==> config.mk <==
export PLATFORM = sky130hd
export DESIGN_NAME = uvrc_top
export DESIGN_NICKNAME = d
export VERILOG_FILES = /design/src/rtl/uvrc_pkg.sv /design/src/rtl/uvrc_delay.sv /design/src/rtl/uvrc_top.sv
export VERILOG_INCLUDE_DIRS = /design/src /design/src/rtl
export SDC_FILE = /design/constraint.sdc
export NUM_CORES = 1
export LEC_CHECK = 0
export BUFFER_PORTS_ARGS = -buffer_cell sky130_fd_sc_hd__buf_2
export CAP_MARGIN = 30
export CORE_ASPECT_RATIO = 2
export CORE_MARGIN = 5
export CORE_UTILIZATION = 25
export CTS_BUF_LIST = sky130_fd_sc_hd__clkbuf_4 sky130_fd_sc_hd__clkbuf_8
export DETAILED_ROUTE_END_ITERATION = 8
export PLACE_DENSITY = 0.49
export SYNTH_ARGS = -nofsm -noshare
export SYNTH_HDL_FRONTEND = slang
export SYNTH_SLANG_ARGS = --single-unit
==> constraint.sdc <==
create_clock -name clk_i -period 2.4 [get_ports clk_i]
set_input_delay 0.24 -clock clk_i [delete_from_list [all_inputs] [get_ports clk_i]]
set_output_delay 0.24 -clock clk_i [all_outputs]
set_load 0.05 [all_outputs]
==> src/rtl/uvrc_defines.svh <==
/*
  constants of the undervoltage reset control block: register offsets,
  codes, reset values and timing counts.
  assumes inclusion by bare name from rtl/ files.
*/
`ifndef UVRC_DEFINES_SVH
`define UVRC_DEFINES_SVH
`define UVRC_OFF_UVSEL      5'h00
`define UVRC_OFF_CAUSE      5'h04
`define UVRC_OFF_GUARD      5'h08
`define UVRC_OFF_WDCTL      5'h0C
`define UVRC_OFF_PORT       5'h10
`define UVRC_OFF_IMASK      5'h14
`define UVRC_OFF_STAT       5'h18
`define UVRC_TH_1V7         8'h66
`define UVRC_TH_1V9         8'h55
`define UVRC_TH_2V55        8'h33
`define UVRC_TH_3V15        8'h99
`define UVRC_TH_3V8         8'hAA
`define UVRC_TH_OFF         8'hF0
`define UVRC_GUARD_A        8'h55
`define UVRC_GUARD_B        8'hAA
`define UVRC_GUARD_POR      8'h55
`define UVRC_WDCTL_POR      8'h52
`define UVRC_UVSEL_POR      8'h66
`define UVRC_PORT_POR       8'hFF
`define UVRC_PCL_POR        8'h00
`define UVRC_BIT_GUARDF     3
`define UVRC_BIT_UVF        2
`define UVRC_BIT_THF        1
`define UVRC_BIT_WDF        0
`define UVRC_FILT_CYC       16'h0008
`define UVRC_FAULT_CYC      16'h0010
`endif

==> src/rtl/uvrc_pkg.sv <==
/*
  types of the undervoltage reset control block.
  assumes nothing beyond a SystemVerilog compiler.
*/
package uvrc_pkg;
  typedef enum logic [2:0] {
    UVRC_TH_NONE,
    UVRC_TH_SEL_1V7,
    UVRC_TH_SEL_1V9,
    UVRC_TH_SEL_2V55,
    UVRC_TH_SEL_3V15,
    UVRC_TH_SEL_3V8
  } uvrc_level_t;
endpackage : uvrc_pkg

==> src/rtl/uvrc_delay.sv <==
/*
  delay counter on a low-speed tick: done after tick count passes limit
  while start holds; clears as soon as start drops.
  assumes tick_i is a one-cycle pulse on clk_i.
*/
`timescale 1ns/10ps
`default_nettype none
module uvrc_delay (
  input  wire logic        clk_i,
  input  wire logic        resetn_i,
  input  wire logic        start_i,
  input  wire logic        tick_i,
  input  wire logic [15:0] limit_i,
  output logic             done_o
);
  logic [15:0] cnt_reg;
  logic [15:0] cnt_next;

  always_comb begin
    cnt_next = cnt_reg;
    if (!start_i) begin
      cnt_next = 16'h0000;
    end else if (tick_i && cnt_reg <= limit_i) begin
      cnt_next = cnt_reg + 16'h0001;
    end
  end

  always_ff @(posedge clk_i) begin
    if (!resetn_i) begin
      cnt_reg <= 16'h0000;
    end else begin
      cnt_reg <= cnt_next;
    end
  end

  // strictly longer than the limit
  assign done_o = start_i && (cnt_reg > limit_i);
endmodule : uvrc_delay
`default_nettype wire

==> src/rtl/uvrc_top.sv <==
/*
  undervoltage reset control: threshold select decode, guard code check,
  reset cause flags, watchdog expiry and power-down flags, and the
  per-reset-type values of port, program counter, guard and watchdog
  control registers; AXI4-Lite register slave with interrupt.
  assumes resetn_i is the power-on reset; pins pass two flip-flops.
*/
// The register offsets and the AXI4-Lite register port were decided locally.
// Summary of operation
// - five select codes pick 1.7, 1.9, 2.55, 3.15 or 3.8 V thresholds.
// - select code 0xF0 disables undervoltage reset and is not a fault.
// - undervoltage reset after filter time below threshold; select kept.
// - any other select code resets after fault delay, restores 0x66.
// - undervoltage reset sets cause bit 2; software clears by writing 0.
// - undefined select code sets cause bit 1; software clears it.
// - run-mode watchdog expiry acts as pin reset plus expiry flag.
// - sleep watchdog expiry clears only pc and sp, sets expiry flag.
// - expiry and power-down flags follow the reset type table.
// - power-on zeros pc, masks interrupts, clears timers, ports input.
// - most resets load ports 0xFF and pc low 0x00; sleep keeps ports.
// - guard gets 0x55 and watchdog control 0x52 except sleep expiry.
// - expiry and power-down flags live in the processor status word.
// - bad guard code resets after fault delay and sets cause bit 3.
// - undervoltage detection is off during idle or sleep.
`timescale 1ns/10ps
`default_nettype none
`include "uvrc_defines.svh"
module uvrc_top (
  input  wire logic        clk_i,
  input  wire logic        resetn_i,
  input  wire logic        slow_tick_i,
  input  wire logic        below_1v7_i,
  input  wire logic        below_1v9_i,
  input  wire logic        below_2v55_i,
  input  wire logic        below_3v15_i,
  input  wire logic        below_3v8_i,
  input  wire logic        ext_clear_n_i,
  input  wire logic        wdog_expire_i,
  input  wire logic        sleep_idle_i,
  input  wire logic        enter_sleep_i,
  input  wire logic        wdog_clear_i,
  input  wire logic        awvalid,
  output logic             awready,
  input  wire logic [4:0]  awaddr,
  input  wire logic        wvalid,
  output logic             wready,
  input  wire logic [31:0] wdata,
  input  wire logic [3:0]  wstrb,
  output logic             bvalid,
  input  wire logic        bready,
  output logic [1:0]       bresp,
  input  wire logic        arvalid,
  output logic             arready,
  input  wire logic [4:0]  araddr,
  output logic             rvalid,
  input  wire logic        rready,
  output logic [31:0]      rdata,
  output logic [1:0]       rresp,
  output logic             mcu_reset_o,
  output logic             core_clear_o,
  output logic             periph_clear_o,
  output logic             uv_enabled_o,
  output logic [2:0]       uv_level_o,
  output logic             watchdog_expiry_flag_o,
  output logic             powerdown_flag_o,
  output logic [7:0]       port_data_o,
  output logic [7:0]       port_dir_o,
  output logic [7:0]       program_counter_low_byte_o,
  output logic             irq_o
);
  // pin and monitor inputs cross in two flops
  logic [7:0] s1_reg;
  logic [7:0] s2_reg;
  logic [7:0] pins;
  assign pins = {sleep_idle_i, wdog_expire_i, ext_clear_n_i, below_3v8_i,
                 below_3v15_i, below_2v55_i, below_1v9_i, below_1v7_i};
  always_ff @(posedge clk_i) begin
    if (!resetn_i) begin
      s1_reg <= 8'h20;
      s2_reg <= 8'h20;
    end else begin
      s1_reg <= pins;
      s2_reg <= s1_reg;
    end
  end
  logic sleepy;
  logic ext_low;
  logic wd_exp;
  assign sleepy  = s2_reg[7];
  assign wd_exp  = s2_reg[6];
  assign ext_low = !s2_reg[5];

  logic [7:0] undervoltage_select_register_reg;
  logic [7:0] undervoltage_select_register_next;
  logic [7:0] reset_guard_register_reg, reset_guard_register_next;
  logic [7:0] watchdog_control_register_reg, watchdog_control_register_next;
  logic [3:0] reset_cause_register_reg, reset_cause_register_next;
  logic [3:0] imask_reg, imask_next;
  logic [7:0] port_reg, port_next;
  logic [7:0] dir_reg, dir_next;
  logic       to_reg, to_next;
  logic       pd_reg, pd_next;
  logic       rst_reg, rst_next;
  logic       wdx_reg, wdx_next, part_reg, part_next;

  // threshold decode
  uvrc_pkg::uvrc_level_t level;
  logic th_valid;
  logic uv_below;
  always_comb begin
    level    = uvrc_pkg::UVRC_TH_NONE;
    th_valid = 1'b1;
    uv_below = 1'b0;
    unique case (undervoltage_select_register_reg)
      `UVRC_TH_1V7: begin level = uvrc_pkg::UVRC_TH_SEL_1V7; uv_below = s2_reg[0]; end
      `UVRC_TH_1V9: begin level = uvrc_pkg::UVRC_TH_SEL_1V9; uv_below = s2_reg[1]; end
      `UVRC_TH_2V55: begin level = uvrc_pkg::UVRC_TH_SEL_2V55; uv_below = s2_reg[2]; end
      `UVRC_TH_3V15: begin level = uvrc_pkg::UVRC_TH_SEL_3V15; uv_below = s2_reg[3]; end
      `UVRC_TH_3V8: begin level = uvrc_pkg::UVRC_TH_SEL_3V8; uv_below = s2_reg[4]; end
      `UVRC_TH_OFF: th_valid = 1'b1;
      default: th_valid = 1'b0;
    endcase
  end
  logic guard_ok;
  assign guard_ok = (reset_guard_register_reg == `UVRC_GUARD_A) ||
                    (reset_guard_register_reg == `UVRC_GUARD_B);
  assign uv_enabled_o = (level != uvrc_pkg::UVRC_TH_NONE) && !sleepy;
  assign uv_level_o   = level;

  // delays counted on the slow tick
  logic uv_done, fault_done;
  uvrc_delay u_filt (
    .clk_i    (clk_i),
    .resetn_i (resetn_i),
    .start_i  (uv_enabled_o && uv_below && !rst_reg),
    .tick_i   (slow_tick_i),
    .limit_i  (`UVRC_FILT_CYC),
    .done_o   (uv_done)
  );
  uvrc_delay u_fault (
    .clk_i    (clk_i),
    .resetn_i (resetn_i),
    .start_i  ((!th_valid || !guard_ok) && !rst_reg),
    .tick_i   (slow_tick_i),
    .limit_i  (`UVRC_FAULT_CYC),
    .done_o   (fault_done)
  );

  // reset events
  logic ev_uv, ev_th, ev_gd, ev_ext, ev_wrun, ev_wslp, ev_full;
  assign ev_uv   = uv_done;
  assign ev_th   = fault_done && !th_valid;
  assign ev_gd   = fault_done && !guard_ok;
  assign ev_ext  = ext_low;
  assign ev_wrun = wd_exp && !wdx_reg && !sleepy;
  assign ev_wslp = wd_exp && !wdx_reg && sleepy;
  // any full reset overrides a sleep expiry's partial one
  assign ev_full = ev_uv | ev_th | ev_gd | ev_ext | ev_wrun;

  // AXI4-Lite slave: one write and one read at a time
  logic aw_h_reg, aw_h_next, w_h_reg, w_h_next, b_reg, b_next;
  logic [4:0] wa_reg, wa_next;
  logic [31:0] wd_reg, wd_next;
  logic [3:0]  ws_reg, ws_next;
  logic r_reg, r_next;
  logic [31:0] rd_reg, rd_next;
  logic [1:0]  rr_reg, rr_next, br_reg, br_next;
  logic do_wr;
  assign awready = !aw_h_reg && !b_reg;
  assign wready  = !w_h_reg && !b_reg;
  assign arready = !r_reg;
  assign bvalid  = b_reg;
  assign bresp   = br_reg;
  assign rvalid  = r_reg;
  assign rdata   = rd_reg;
  assign rresp   = rr_reg;
  assign do_wr   = aw_h_reg && w_h_reg && !b_reg;
  logic wl;
  assign wl = ws_reg[0];

  always_comb begin
    aw_h_next = aw_h_reg;
    w_h_next  = w_h_reg;
    wa_next   = wa_reg;
    wd_next   = wd_reg;
    ws_next   = ws_reg;
    b_next    = b_reg;
    br_next   = br_reg;
    r_next    = r_reg;
    rd_next   = rd_reg;
    rr_next   = rr_reg;
    if (awvalid && awready) begin
      aw_h_next = 1'b1;
      wa_next   = awaddr;
    end
    if (wvalid && wready) begin
      w_h_next = 1'b1;
      wd_next  = wdata;
      ws_next  = wstrb;
    end
    if (do_wr) begin
      aw_h_next = 1'b0;
      w_h_next  = 1'b0;
      b_next    = 1'b1;
      br_next   = 2'b00;
      if (wa_reg > `UVRC_OFF_IMASK || wa_reg[1:0] != 2'b00) begin
        br_next = 2'b10;
      end
    end else if (b_reg && bready) begin
      b_next = 1'b0;
    end
    if (arvalid && arready) begin
      r_next  = 1'b1;
      rr_next = 2'b00;
      unique case (araddr)
        `UVRC_OFF_UVSEL: rd_next = {24'h0000_00, undervoltage_select_register_reg};
        `UVRC_OFF_CAUSE: rd_next = {28'h000_0000, reset_cause_register_reg};
        `UVRC_OFF_GUARD: rd_next = {24'h0000_00, reset_guard_register_reg};
        `UVRC_OFF_WDCTL: rd_next = {24'h0000_00, watchdog_control_register_reg};
        `UVRC_OFF_PORT:  rd_next = {16'h0000, dir_reg, port_reg};
        `UVRC_OFF_IMASK: rd_next = {28'h000_0000, imask_reg};
        `UVRC_OFF_STAT:  rd_next = {30'h0000_0000, pd_reg, to_reg};
        default: begin
          rd_next = 32'h0000_0000;
          rr_next = 2'b10;
        end
      endcase
    end else if (r_reg && rready) begin
      r_next = 1'b0;
    end
  end

  // reset-type register behaviour
  logic wr_sel, wr_cause, wr_guard, wr_wdc, wr_port, wr_mask;
  assign wr_sel   = do_wr && wl && wa_reg == `UVRC_OFF_UVSEL;
  assign wr_cause = do_wr && wl && wa_reg == `UVRC_OFF_CAUSE;
  assign wr_guard = do_wr && wl && wa_reg == `UVRC_OFF_GUARD;
  assign wr_wdc   = do_wr && wl && wa_reg == `UVRC_OFF_WDCTL;
  assign wr_port  = do_wr && wa_reg == `UVRC_OFF_PORT;
  assign wr_mask  = do_wr && wl && wa_reg == `UVRC_OFF_IMASK;

  always_comb begin
    undervoltage_select_register_next = undervoltage_select_register_reg;
    reset_guard_register_next      = reset_guard_register_reg;
    watchdog_control_register_next = watchdog_control_register_reg;
    reset_cause_register_next      = reset_cause_register_reg;
    imask_next = imask_reg;
    port_next  = port_reg;
    dir_next   = dir_reg;
    to_next    = to_reg;
    pd_next    = pd_reg;
    rst_next   = ev_full || ev_wslp;
    part_next  = ev_wslp && !ev_full;
    wdx_next   = wd_exp;
    if (wr_sel) undervoltage_select_register_next = wd_reg[7:0];
    if (wr_guard) reset_guard_register_next = wd_reg[7:0];
    if (wr_wdc) watchdog_control_register_next = wd_reg[7:0];
    if (wr_mask) imask_next = wd_reg[3:0];
    if (wr_port && ws_reg[0]) port_next = wd_reg[7:0];
    if (wr_port && ws_reg[1]) dir_next = wd_reg[15:8];
    // software may only clear; zero written clears the bit
    if (wr_cause) begin
      reset_cause_register_next = reset_cause_register_reg & wd_reg[3:0];
    end
    if (enter_sleep_i) pd_next = 1'b1;
    if (wdog_clear_i) begin
      to_next = 1'b0;
      pd_next = 1'b0;
    end
    // set wins over software clear
    if (ev_uv) reset_cause_register_next[`UVRC_BIT_UVF] = 1'b1;
    if (!th_valid) reset_cause_register_next[`UVRC_BIT_THF] = 1'b1;
    if (ev_gd) reset_cause_register_next[`UVRC_BIT_GUARDF] = 1'b1;
    if (ev_th) undervoltage_select_register_next = `UVRC_UVSEL_POR;
    if (ev_wrun || ev_wslp) to_next = 1'b1;
    if (ev_wslp && !ev_full) pd_next = 1'b1;
    if (ev_full) begin
      port_next = `UVRC_PORT_POR;
      dir_next  = `UVRC_PORT_POR;
      reset_guard_register_next      = `UVRC_GUARD_POR;
      watchdog_control_register_next = `UVRC_WDCTL_POR;
      // pin reset restores the select; undervoltage keeps it
      if (ev_ext || ev_wrun || ev_gd) begin
        undervoltage_select_register_next = `UVRC_UVSEL_POR;
      end
    end
  end

  always_ff @(posedge clk_i) begin
    if (!resetn_i) begin
      undervoltage_select_register_reg <= `UVRC_UVSEL_POR;
      reset_guard_register_reg      <= `UVRC_GUARD_POR;
      watchdog_control_register_reg <= `UVRC_WDCTL_POR;
      reset_cause_register_reg <= 4'h0;
      imask_reg <= 4'h0;
      port_reg  <= `UVRC_PORT_POR;
      dir_reg   <= `UVRC_PORT_POR;
      to_reg    <= 1'b0;
      pd_reg    <= 1'b0;
      rst_reg   <= 1'b1;
      wdx_reg   <= 1'b0;
      part_reg  <= 1'b0;
      aw_h_reg  <= 1'b0;
      w_h_reg   <= 1'b0;
      wa_reg    <= 5'h00;
      wd_reg    <= 32'h0000_0000;
      ws_reg    <= 4'h0;
      b_reg     <= 1'b0;
      br_reg    <= 2'b00;
      r_reg     <= 1'b0;
      rd_reg    <= 32'h0000_0000;
      rr_reg    <= 2'b00;
    end else begin
      undervoltage_select_register_reg <= undervoltage_select_register_next;
      reset_guard_register_reg      <= reset_guard_register_next;
      watchdog_control_register_reg <= watchdog_control_register_next;
      reset_cause_register_reg <= reset_cause_register_next;
      imask_reg <= imask_next;
      port_reg  <= port_next;
      dir_reg   <= dir_next;
      to_reg    <= to_next;
      pd_reg    <= pd_next;
      rst_reg   <= rst_next;
      wdx_reg   <= wdx_next;
      part_reg  <= part_next;
      aw_h_reg  <= aw_h_next;
      w_h_reg   <= w_h_next;
      wa_reg    <= wa_next;
      wd_reg    <= wd_next;
      ws_reg    <= ws_next;
      b_reg     <= b_next;
      br_reg    <= br_next;
      r_reg     <= r_next;
      rd_reg    <= rd_next;
      rr_reg    <= rr_next;
    end
  end

  // reset outputs: core_clear is pc and sp, periph_clear the rest
  assign mcu_reset_o    = rst_reg;
  assign core_clear_o   = rst_reg;
  assign periph_clear_o = rst_reg && !part_reg;
  assign watchdog_expiry_flag_o = to_reg;
  assign powerdown_flag_o       = pd_reg;
  assign port_data_o            = port_reg;
  assign port_dir_o             = dir_reg;
  assign program_counter_low_byte_o = `UVRC_PCL_POR;
  assign irq_o = |(reset_cause_register_reg & imask_reg);
endmodule : uvrc_top
`default_nettype wire

Word level (Yosys, flattened, before mapping)
Index checks and enable logic that the tools add are counted. Widths: inputs -> output; s select.

Add/subtract/negate cells: 2. Multipliers: 0. Divide/modulo/power cells: 0. Order comparisons: 5. Equality and inequality tests: 20. Shift-type cells: 0. Muxes and demuxes: 23. Bitwise operators: 7. Reduce and logical (&&, ||, !) cells: 69.

Operators by type and width (number): $pmux 16 s7 (1); $logic_and 1x1->1 (33); $add 16x1->16 const B (2); $eq 8x8->1 const B (4); $mux 8 (4); $eq 5x5->1 const B (5); $eq 8x7->1 const B (3); $eq 5x4->1 const B (4); $gt 16x4->1 const B (1); $gt 16x5->1 const B (1); $le 16x4->1 const B (1); $le 16x5->1 const B (1); $pmux 3 s5 (1); $mux 1 (13); $logic_not 1->1 (12); $reduce_bool 2->1 (6); $eq 5x3->1 const B (2); $logic_not 5->1 (2); $and 4x4->4 (2); $eq 8x6->1 const B (1); $logic_or 1x1->1 (7); $reduce_or 7->1 (1); $reduce_bool 3->1 (2); $reduce_or 6->1 (1); 10 further kinds (16).

Register bits: 164. Latch bits: 0. RAM bits: 0. Memory bits (read-only): 0. Output and inout bits: 75. Logic and storage cells: 155. Memories kept: 0.

Longest topological paths before layout
Gate-level depths: netlist of the first run.

Depth after elaboration: 15. Mapped depth: 9.

By module
Synthesis of the first run repeated with hierarchy kept, for this count alone.

Cell total of the unflattened synthesis: 862. Area, all modules: 7518.5 sq um.

By module, submodules not included: uvrc_top (times used 1, cells an instance 542, area an instance 4931.0 sq um, sequential area each 2282.2 sq um); uvrc_delay (times used 2, cells an instance 160, area an instance 1293.7 sq um, sequential area each 320.3 sq um).

Worst setup path after synthesis of the first run
Ideal clock, no wire load.

Kind: flip-flop to flip-flop. Start point: register b_reg (netlist: bvalid). End point: register wd_reg[10]. Library setup time: 0.076 ns. Arrival time: 2.234 ns. Required time: 2.324 ns. Setup slack: 0.090 ns. Stages on the path, launching flop included: 7. Period minus slack after synthesis: 2.310 ns. Cells stage by stage: dfxtp_1 > nor2_1 > and2_1 > clkbuf_1 > clkbuf_1 > nand2_1 > a21boi_0.

Longest elaborated chain between the ends: 3.

RTL lines: start: declaration (RTL line uvrc_top.sv:161) `logic aw_h_reg, aw_h_next, w_h_reg, w_h_next, b_reg, b_next;`; start signal: assignment (RTL line uvrc_top.sv:331) `b_reg <= b_next;`; $logic_not 1->1 (RTL line uvrc_top.sv:170) `assign wready = !w_h_reg && !b_reg;`; $logic_and 1x1->1 (RTL line uvrc_top.sv:170); named net wready (RTL line uvrc_top.sv:46) `output logic wready,`; $logic_and 1x1->1 (RTL line uvrc_top.sv:196) `if (wvalid && wready) begin`; end signal: assignment (RTL line uvrc_top.sv:329) `wd_reg <= wd_next;`; end: declaration (RTL line uvrc_top.sv:163) `logic [31:0] wd_reg, wd_next;`.

The timed path passes the listed nets, and every way through them passes these cells. A chain may end at the register's enable or synchronous reset.

Worst setup path in the final report of the first run
Start point: register undervoltage_select_register_reg[6]. End point: output uv_enabled_o.

Longest elaborated chain between the ends: 4. Elaborated cells between the ends (all ways): 8. Those cells by class: 5 x eq/ne; 1 x mux; 2 x reduce/logical.

RTL lines: start: declaration (RTL line uvrc_top.sv:93) `logic [7:0] undervoltage_select_register_reg;`; start signal: assignment (RTL line uvrc_top.sv:291) `` undervoltage_select_register_reg <= `UVRC_UVSEL_POR; ``; start signal: assignment (RTL line uvrc_top.sv:314) `undervoltage_select_register_reg <= undervoltage_select_register_next;`; $eq 8x8->1 (tied with other cells) (RTL line uvrc_top.sv:114) `unique case (undervoltage_select_register_reg)`; $pmux 3 s5 (*) (RTL line uvrc_top.sv:114); $reduce_bool 3->1 (*) (RTL line uvrc_top.sv:127) `assign uv_enabled_o = (level != uvrc_pkg::UVRC_TH_NONE) && !sleepy;`; $logic_and 1x1->1 (*) (RTL line uvrc_top.sv:127); end: declaration (RTL line uvrc_top.sv:62) `output logic uv_enabled_o,`.

Mark *: on every way between the ends. The rest lies on a longest branch, timed or not.

==> results of run 1 <==
==> metal layers <==
layer / vias up / wire length (um) / part of all wire / track usage
met5: - / 0 / 0 / 0
met4: 0 / 387 / 0.023 / 0.0529
met3: 18 / 1050 / 0.061 / 0.0388
met2: 118 / 8170 / 0.48 / 0.199
met1: 2317 / 7540 / 0.44 / 0.152
li1: 2422 / - / - / -
==> how the worst min path moves through the flow <==
stage	startpoint	end	depth (start not counted)
global route	wdog_clear_i	watchdog_expiry_flag_o	3
global placement	s1_reg[5]	s2_reg[5]	1
detailed placement	s1_reg[5]	s2_reg[5]	1
floorplan	ext_clear_n_i	s1_reg[5]	1
CTS	bready	bvalid	3
finish	bready	bvalid	3
==> timing repair <==
action,in CTS,in global routing
endpoints found under the setup margin,0,8
resized for setup,0,1
hold endpoints to repair,32,0
hold buffers,33,0
==> Yosys cell counts (all sizes together) (2+ instances only) <==
cell | number | area [um^2]
inv | 9 | 33.8
and3 | 2 | 12.5
a21oi | 5 | 28.8
and4bb | 6 | 75.1
a221oi | 2 | 17.5
nand2 | 73 | 274
o21a | 4 | 30.0
dfxtp | 146 | 2920
nand2b | 10 | 62.6
a22o | 3 | 26.3
nor4bb | 5 | 50.1
a21boi | 37 | 278
o211a | 3 | 30.0
nor2 | 29 | 114
nor3 | 13 | 115
a32o | 2 | 20.0
nor4 | 3 | 18.8
xnor2 | 4 | 35.0
nand3 | 42 | 210
or4 | 4 | 33.8
a22oi | 3 | 27.5
nor2b | 17 | 106
nor3b | 3 | 22.5
mux2i | 65 | 651
and2 | 47 | 294
o21ai | 19 | 95.1
o211ai | 2 | 20.0
ha | 4 | 50.1
clkbuf | 19 | 71.3
nand4 | 5 | 31.3
buf | 37 | 290
==> power groups by stage <==
stage               clock network (mW)  registers (mW)  logic (mW)
global placement                     0            2.59       0.454
global route                      2.17            2.54       0.537
floorplan                            0            2.59       0.345
finish                            1.99            2.53       0.495
detailed placement                   0            2.59       0.458
CTS                               2.09            2.53       0.500
==> cells by family after synthesis <==
| logic type | share of synthesized area |
|---|---|
| other | 0.000601 |
| adders and majority gates | 0.00802 |
| muxes | 0.108 |
| AOI/OAI and AO/OA | 0.113 |
| DFF | 0.468 |
| xor gates and xnor gates | 0.00701 |
| and+or+nand+nor | 0.232 |
| buffers and inverters | 0.0633 |
==> stage by stage <==
step	cell area (um^2)	setup slack [ns]	util	cells
2_1_floorplan	6340	0.0901	-	665
3_3_place_gp	7020	0.251	0.283	1056
3_5_place_dp	7020	0.194	0.283	1056
4_1_cts	7750	0.150	0.312	1120
5_1_grt	7760	0.0475	0.312	1120
6_report	7760	0.199	0.312	1120
==> final cells by class <==
class | count | share of cell area
inverter | 9 | 0.00435
clock inverter | 11 | 0.0165
timing repair buffer | 144 | 0.123
sequential | 146 | 0.377
multi-input combinational | 454 | 0.390
tap | 336 | 0.0542
clock buffer | 20 | 0.0355
==> worst reg2reg max path, delay by kind of cell, from the launching register on <==
kind | cells | cell delay [ns]
and+or+nand+nor | 2 | 0.42
DFF | 1 | 0.44
AOI/OAI and AO/OA | 3 | 1.16
==> flow_summary.json, run 1 <==
{
  "cts.path.max_buffers": 2,
  "route.final.wire_length_mm": 17.1,
  "boundaryPins": 139,
  "grt_antenna_before_repair": 0,
  "hpwl_mm": 12.3,
  "area_used_by_multi_input_combinational_logic_um2": 3020,
  "max_slew.worst_pin.slew_ns": 0.887,
  "first_pass_grt_wire_length_mm": 26.7,
  "worstReg2RegEnd": "watchdog_control_register_reg[3]",
  "worstSetupPathType": "reg2out",
  "insertion_delay_ns": 0.47,
  "p_clk_frac": 0.397,
  "mostFrequentLayoutCells": "sky130_fd_sc_hd__dfxtp_1, sky130_fd_sc_hd__buf_2, sky130_fd_sc_hd__nand2_1, sky130_fd_sc_hd__mux2i_1, sky130_fd_sc_hd__and2_1",
  "core.rowCount": 82,
  "fin_hold_ws_ns": 0.0559,
  "antenna-diode-count": 0,
  "finalClockSkew_ns": 0.0121,
  "first_global_vias": 4891,
  "seqPwrFrac": 0.505,
  "register_area_um2": 2920,
  "timing.critical_path.from_type": "flip-flop",
  "cts_made_buffers": 17,
  "timing.slew.headroom": 0.407,
  "number_of_standard_cells_after_synthesis": 640,
  "report.final.slew_viol_count": 0,
  "synth-main-ff-cell": "sky130_fd_sc_hd__dfxtp_1",
  "port-buffer-count": 94,
  "final-setup-viol-count": 0,
  "die_y_um": 233,
  "post-layout-total-power_mw": 5.02,
  "die_w_um": 122,
  "routed-via-count": 4875,
  "worstRegToRegCells": 5,
  "largest_net_degree_at_the_start_of_global_routing": 50,
  "synthesis.area_per_instance_um2": 9.76,
  "place_congestion": 0.810,
  "path_max_fanout": 6,
  "internal-power_mw": 3.65,
  "achievable-frequency_ghz": 0.454,
  "cts_tree": "built",
  "status": "finished, final reports clean",
  "cp.arrival_ns": 1.96,
  "final_common_cell": "sky130_fd_sc_hd__dfxtp_1",
  "share_of_async_settable_or_async_resettable_flops_after_synthesis": 0,
  "filler_instances": 2684,
  "floorplan.initialDensity": 0.251,
  "floorplan.core_area_um2": 24800,
  "drive_above_1_share": 0.216,
  "drc": 0,
  "number_of_optimization_iterations_in_the_first_detailed_route_pass": 6,
  "synth-edff-count": 0,
  "ys_ff_latch": 146,
  "post_cts_buffers": 0,
  "worstSetupEndpointType": "output pin",
  "cts-htree-levels": 4,
  "rr_startpoint": "undervoltage_select_register_reg[6]",
  "setup_total_negative_slack_ns": 0,
  "post_synth_instance_area_um2": 6240,
  "cellPowerDensity_nw_per_um2": 647,
  "irDropWorstVdd_mv": 0.278,
  "static-leakage-power_nw": 3.41,
  "yosys_warnings": 0,
  "hold_viol": 0,
  "r2r_slack_ns": 0.23,
  "layout_worst_path_cycle_share": 0.917,
  "crit_buf_inv": 1,
  "drtAntennaViolNets": 0,
  "global_route.overflow_total": 0,
  "synth_cell_types": 61,
  "areaGrowthSynthToFinish_pct": 24.2,
  "via_per_inst": 4.35,
  "final_period_minus_worst_setup_slack_ns": 2.20,
  "cp_top_family": "simple AND/OR/NAND/NOR gates",
  "drv.max_cap_violation_count": 0,
  "critical_path_cell_list": "and4bb_1 > o22ai_2 > a21oi_2 > buf_2",
  "power_frac_comb": 0.099,
  "route.detailed.wl_per_inst_um": 15.3,
  "crit_start": "undervoltage_select_register_reg[6]",
  "power.switching_fraction": 0.273,
  "power_switching_mw": 1.37,
  "root_buffer": "sky130_fd_sc_hd__clkbuf_8",
  "die_area_um2": 28400,
  "grt_util_all_layers": 0.124,
  "cp_slowest_stage_delay_ns": 0.41,
  "detail_route.iter0.violations": 210,
  "cts.reportedPaths.clkPinSlew_ns": 0.08,
  "synth_seq_area_share": 0.468,
  "timing.critical_path.slowest_stage_cell": "sky130_fd_sc_hd__and4bb_1",
  "worst-endpoint-required_ns": 2.16,
  "holdCritPathClass": "in2reg",
  "nets": 840,
  "cts.sinks": 146,
  "crit_end": "uv_enabled_o",
  "rsz0062_at_grt": "no",
  "cell_depth_of_the_worst_setup_path": 4
}
No activity file was read; power rests on OpenSTA's default activity.
==> run 2, diff against run 1 <==
ABC_CLOCK_PERIOD_IN_PS = 2400   (was default)
CORE_UTILIZATION = 45   (was 25)
PLACE_DENSITY = 0.74   (was 0.49)
==> run 2 against run 1 <==
  * Register-to-register slack improved by 0.05 ns
  * Die area decreased by 42%
  * Non-clock buffer count decreased by 30
  * Largest cell class unchanged
  * Maximum frequency increased by 1.8%
  * Hold slack got worse by 0.029 ns
  * Wire length decreased by 15%
  * Highest routed layer unchanged
==> flow_summary.json, run 2 (synthesis gave the netlist of run 1 again) <==
{
  "status": "finished, final reports clean",
  "mostFrequentLayoutCells": "sky130_fd_sc_hd__dfxtp_1, sky130_fd_sc_hd__buf_2, sky130_fd_sc_hd__nand2_1, sky130_fd_sc_hd__mux2i_1, sky130_fd_sc_hd__and2_1",
  "timing.critical_path.slowest_stage_cell": "sky130_fd_sc_hd__and4bb_1",
  "cts_made_buffers": 17,
  "irDropWorstVdd_mv": 0.520,
  "drc": 0,
  "final-setup-viol-count": 0,
  "worst_hold_path.num_cells": 2,
  "cp_slowest_stage_delay_ns": 0.39,
  "timing.slew.headroom": 0.541,
  "nets": 810,
  "floorplan.initialDensity": 0.454,
  "port-buffer-count": 94,
  "cp_top_family": "simple AND/OR/NAND/NOR gates",
  "first_pass_grt_wire_length_mm": 23.4,
  "worstSetupEndpointType": "output pin",
  "setup_total_negative_slack_ns": 0,
  "critical_path_cell_list": "and4bb_1 > o22ai_2 > a21oi_2 > buf_2",
  "layout_worst_path_cycle_share": 0.901,
  "cts.reportedPaths.clkPinSlew_ns": 0.08,
  "holdCritPathClass": "in2reg",
  "boundaryPins": 139,
  "via_per_inst": 5.27,
  "route.detailed.wl_per_inst_um": 15.9,
  "root_buffer": "sky130_fd_sc_hd__clkbuf_8",
  "finish.utilization": 0.526,
  "largest_net_degree_at_the_start_of_global_routing": 72,
  "core.rowCount": 61,
  "grt_antenna_before_repair": 0,
  "rsz0062_at_grt": "no",
  "insertion_delay_ns": 0.44,
  "number_of_optimization_iterations_in_the_first_detailed_route_pass": 5,
  "static-leakage-power_nw": 3.28,
  "final_common_cell": "sky130_fd_sc_hd__dfxtp_1",
  "cts-htree-levels": 4,
  "cp.arrival_ns": 1.92,
  "crit_buf_inv": 1,
  "timing.critical_path.from_type": "flip-flop",
  "grt_util_all_layers": 0.180,
  "post_cts_buffers": 0,
  "first_global_vias": 4678,
  "hold_viol": 0,
  "filler_instances": 1259,
  "worst-endpoint-required_ns": 2.16,
  "areaGrowthSynthToFinish_pct": 15.7,
  "cellPowerDensity_nw_per_um2": 685,
  "hpwl_mm": 10.4,
  "finalClockSkew_ns": 0.0119,
  "die_y_um": 177,
  "route.final.wire_length_mm": 14.5,
  "achievable-frequency_ghz": 0.463,
  "place_congestion": 0.846,
  "drv.max_cap_violation_count": 0,
  "drtAntennaViolNets": 0,
  "die_w_um": 93.3,
  "final_period_minus_worst_setup_slack_ns": 2.16,
  "worstSetupPathType": "reg2out",
  "drive_above_1_share": 0.219,
  "max_slew.worst_pin.slew_ns": 0.688,
  "global_route.overflow_total": 0,
  "floorplan.core_area_um2": 13700,
  "routed-via-count": 4806,
  "die_area_um2": 16500,
  "detail_route.iter0.violations": 352,
  "cell_depth_of_the_worst_setup_path": 4,
  "report.final.slew_viol_count": 0,
  "path_max_fanout": 6,
  "cts.sinks": 146,
  "cts.path.max_buffers": 2,
  "cts_tree": "built",
  "antenna-diode-count": 0,
  "worstRegToRegCells": 6
}
## run 2: cell count changes in the layout (fill, tap and decap cells not counted), moves of 2 or more
| cell | change |
|---|---|
| sky130_fd_sc_hd__clkinvlp_4 | -2 |
| sky130_fd_sc_hd__dlygate4sd3_1 | -26 |
| sky130_fd_sc_hd__inv_6 | +2 |
| sky130_fd_sc_hd__buf_12 | -2 |
| sky130_fd_sc_hd__buf_4 | -3 |
## run 2: stage by stage
stage | cells | hold WS (ns) | power (mW) | instance area (um^2) | worst slack (ns)
after CTS | 911 | 0.00240 | 4.98 | 7210 | 0.191
after global placement | 872 | 0.396 | 3.01 | 6730 | 0.289
after detailed placement | 872 | 0.397 | 3.02 | 6730 | 0.194
after floorplan | 665 | 0.341 | 2.94 | 6340 | 0.0901
after global routing | 912 | 0.0108 | 5.14 | 7220 | 0.119
final | 912 | 0.0269 | 4.94 | 7220 | 0.239
## run 2: area by class of cell
cell class / instances / area [um^2] / share of cell area
Clock inverter: 13 / 150 / 0.0208
Clock buffer: 19 / 262 / 0.0362
Tap cell: 157 / 196 / 0.0272
Inverter: 9 / 33.8 / 0.00468
Multi-Input combinational cell: 454 / 3020 / 0.418
Sequential cell: 146 / 2920 / 0.405
Timing Repair Buffer: 114 / 638 / 0.0884
## run 2: worst paths after layout
path | startpoint | to | slack, ns
min reg2reg | s1_reg[5] | s2_reg[5] | 0.42
max reg2reg | reset_guard_register_reg[6] | reset_guard_register_reg[4] | 0.28
max | undervoltage_select_register_reg[6] | uv_enabled_o | 0.24
min | below_3v15_i | s1_reg[3] | 0.03
## run 2: worst register-to-register path: stages (launching register included)
cell                       delay (ns)
sky130_fd_sc_hd__dfxtp_1         0.40
sky130_fd_sc_hd__nor4bb_1        0.44
sky130_fd_sc_hd__nand2_1         0.16
sky130_fd_sc_hd__a22oi_2         0.33
sky130_fd_sc_hd__o311a_1         0.21
sky130_fd_sc_hd__buf_4           0.30
sky130_fd_sc_hd__nand3_1         0.15
## run 2: repair_timing
| action | in CTS | in global routing |
|---|---|---|
| endpoints found under the hold margin | 7 | 0 |
| gates resized for setup | 0 | 0 |
| hold buffers | 7 | 0 |
## run 2: report_power, final
group	switching (mW)	leakage (nW)	internal (mW)
Combinational	0.313	1.89	0.133
Clock	0.971	0.209	1.00
Sequential	0.0541	1.19	2.47
## run 2: per-layer routing
metal	vias up	wire length [um]	part of all wire	global-route usage
met4	0	253	0.017	0.0606
met2	174	6910	0.48	0.279
met3	19	941	0.065	0.0533
li1	2362	-	-	-
met5	-	0	0	0
met1	2251	6390	0.44	0.237
==> run 3, diff against run 2 <==
REMOVE_ABC_BUFFERS = 1   (was default)
==> run 3 against run 2 <==
  * Die area unchanged
  * Critical path depth up 1
  * Non-clock buffer count down 2
  * Hold slack improved by 0.021 ns
  * Design area is essentially flat
  * Wire length decreased by 2.1%
  * Register-to-register slack lost 0.07 ns
  * Utilization is essentially flat
  * Flip-flop and latch count unchanged
  * Global-route usage down 0.33 points
  * Clock power barely moved
  * Critical path type is now reg2reg
  * Critical endpoint is now u_fault.cnt_reg[9]
  * Largest power group unchanged
  * Highest routed layer unchanged
==> flow_summary.json, run 3 (synthesis gave the netlist of run 1 again) <==
{
  "final_common_cell": "sky130_fd_sc_hd__dfxtp_1",
  "critical_path_cell_list": "and4bb_2 > o22ai_2 > a22oi_2 > nor3b_1 > and2_1",
  "cts_tree": "built",
  "boundaryPins": 139,
  "drc": 0,
  "detail_route.iter0.violations": 262,
  "die_w_um": 93.3,
  "worstReg2RegEnd": "u_fault.cnt_reg[9]",
  "crit_start": "undervoltage_select_register_reg[0]",
  "static-leakage-power_nw": 3.26,
  "core.rowCount": 61,
  "cellPowerDensity_nw_per_um2": 683,
  "worstSetupEndpointType": "flip-flop",
  "r2r_slack_ns": 0.21,
  "holdCritPathClass": "in2reg",
  "number_of_optimization_iterations_in_the_first_detailed_route_pass": 4,
  "drive_above_1_share": 0.215,
  "worstSetupPathType": "reg2reg",
  "route.final.wire_length_mm": 14.2,
  "achievable-frequency_ghz": 0.457,
  "grt_antenna_before_repair": 0,
  "routed-via-count": 4789,
  "cts.path.max_buffers": 2,
  "cp.arrival_ns": 2.56,
  "final_cell_area_um2": 7220,
  "p_clk_frac": 0.396,
  "first_pass_grt_wire_length_mm": 23.2,
  "mostFrequentLayoutCells": "sky130_fd_sc_hd__dfxtp_1, sky130_fd_sc_hd__buf_2, sky130_fd_sc_hd__nand2_1, sky130_fd_sc_hd__mux2i_1, sky130_fd_sc_hd__and2_1",
  "antenna-diode-count": 0,
  "layout_worst_path_cycle_share": 0.912,
  "power.switching_fraction": 0.277,
  "insertion_delay_ns": 0.43,
  "cts.reportedPaths.clkPinSlew_ns": 0.09,
  "rsz0062_at_grt": "no",
  "rr_startpoint": "undervoltage_select_register_reg[0]",
  "setup_total_negative_slack_ns": 0,
  "finalClockSkew_ns": 0.0122,
  "timing.slew.headroom": 0.370,
  "worstRegToRegCells": 5,
  "irDropWorstVdd_mv": 0.544,
  "post_cts_buffers": 0,
  "final_period_minus_worst_setup_slack_ns": 2.19,
  "post_detailed_placement_cell_area_um2": 6730,
  "cp_slowest_stage_delay_ns": 0.79,
  "largest_net_degree_at_the_start_of_global_routing": 56,
  "crit_end": "u_fault.cnt_reg[9]",
  "via_per_inst": 5.26,
  "floorplan.core_area_um2": 13700,
  "final-setup-viol-count": 0,
  "seqPwrFrac": 0.511,
  "cts.sinks": 146,
  "power_switching_mw": 1.37,
  "grt_util_all_layers": 0.176,
  "floorplan.initialDensity": 0.454,
  "timing.critical_path.from_type": "flip-flop",
  "port-buffer-count": 94,
  "drv.max_cap_violation_count": 0,
  "first_global_vias": 4681,
  "path_max_fanout": 12,
  "hold_viol": 0,
  "drtAntennaViolNets": 0,
  "power_frac_comb": 0.093,
  "worst-endpoint-required_ns": 2.77,
  "die_area_um2": 16500,
  "timing.critical_path.slowest_stage_cell": "sky130_fd_sc_hd__nor3b_1",
  "cts-htree-levels": 4,
  "nets": 808,
  "max_slew.worst_pin.slew_ns": 0.942,
  "global_route.overflow_total": 0,
  "root_buffer": "sky130_fd_sc_hd__clkbuf_8",
  "internal-power_mw": 3.57,
  "route.detailed.wl_per_inst_um": 15.6,
  "postLayoutSetupSlackWorst_ns": 0.212,
  "cts_made_buffers": 17,
  "dp_slack_ns": 0.204,
  "hpwl_mm": 9.93,
  "die_y_um": 177,
  "report.final.slew_viol_count": 0,
  "place_congestion": 0.820,
  "status": "finished, final reports clean",
  "areaGrowthSynthToFinish_pct": 15.6
}
-- run 3: cell count changes in the layout (fill, tap and decap cells not counted) --
cell	change
sky130_fd_sc_hd__buf_12	+1
sky130_fd_sc_hd__buf_4	-3
sky130_fd_sc_hd__clkbuf_4	-1
sky130_fd_sc_hd__clkbuf_8	-2
sky130_fd_sc_hd__clkinv_2	-2
sky130_fd_sc_hd__clkinv_4	-1
sky130_fd_sc_hd__clkinvlp_4	+3
sky130_fd_sc_hd__dlygate4sd3_1	+1
sky130_fd_sc_hd__inv_6	+1
sky130_fd_sc_hd__inv_8	+1
-- run 3: routing by layer --
layer	wire, um	vias to the layer above	track usage
li1	-	2367	-
met1	6140	2253	0.218
met2	6940	156	0.292
met3	907	13	0.0486
met4	194	0	0.0618
met5	0	-	0
-- run 3: area by class of cell --
class                           count  area [um^2]
Sequential cell                   146         2920
Clock inverter                     15          174
Inverter                            9         33.8
Tap cell                          157          196
Fill cell                        1245         6520
Timing Repair Buffer              112          638
Clock buffer                       17          234
Multi-Input combinational cell    454         3020
-- run 3: how the worst min path moves through the flow --
stage | from | end | cells past startpoint
floorplan | resetn_i | s1_reg[5] | 1
global placement | s1_reg[5] | s2_reg[5] | 1
detailed placement | s1_reg[5] | s2_reg[5] | 1
CTS | wdata[13] | wd_reg[13] | 3
global route | wdata[15] | wd_reg[15] | 3
finish | wdata[13] | wd_reg[13] | 3
-- run 3: timing repair --
item / 4_1_cts / 5_1_grt
setup endpoints to repair: 0 / 0
hold endpoints to repair: 8 / 0
hold buffers: 8 / 0
gates resized for setup: 0 / 0
-- run 3: power by group through the flow --
stage / Sequential (mW) / Clock [mW] / Combinational (mW)
3_3_place_gp: 2.58 / 0 / 0.440
4_1_cts: 2.52 / 2.00 / 0.457
6_report: 2.52 / 1.95 / 0.458
2_1_floorplan: 2.60 / 0 / 0.271
3_5_place_dp: 2.58 / 0 / 0.445
5_1_grt: 2.53 / 2.12 / 0.495
-- run 3: through the flow --
| stage | std cells | power [mW] | utilization | hold WS [ns] |
|---|---|---|---|---|
| finish | 910 | 4.93 | 0.525 | 0.0481 |
| CTS | 910 | 4.98 | 0.525 | 0.0255 |
| global route | 910 | 5.14 | 0.525 | 0.0322 |
| floorplan | 609 | 2.87 | - | 0.313 |
| detailed placement | 870 | 3.02 | 0.490 | 0.397 |
| global placement | 870 | 3.02 | 0.490 | 0.393 |
-- run 3: worst max-delay path, delay by kind of cell (launching register included) --
family | cells | cell delay [ns]
AO/OA/AOI/OAI | 2 | 0.38
flip-flops | 1 | 0.44
AND/OR/NAND/NOR | 3 | 1.32
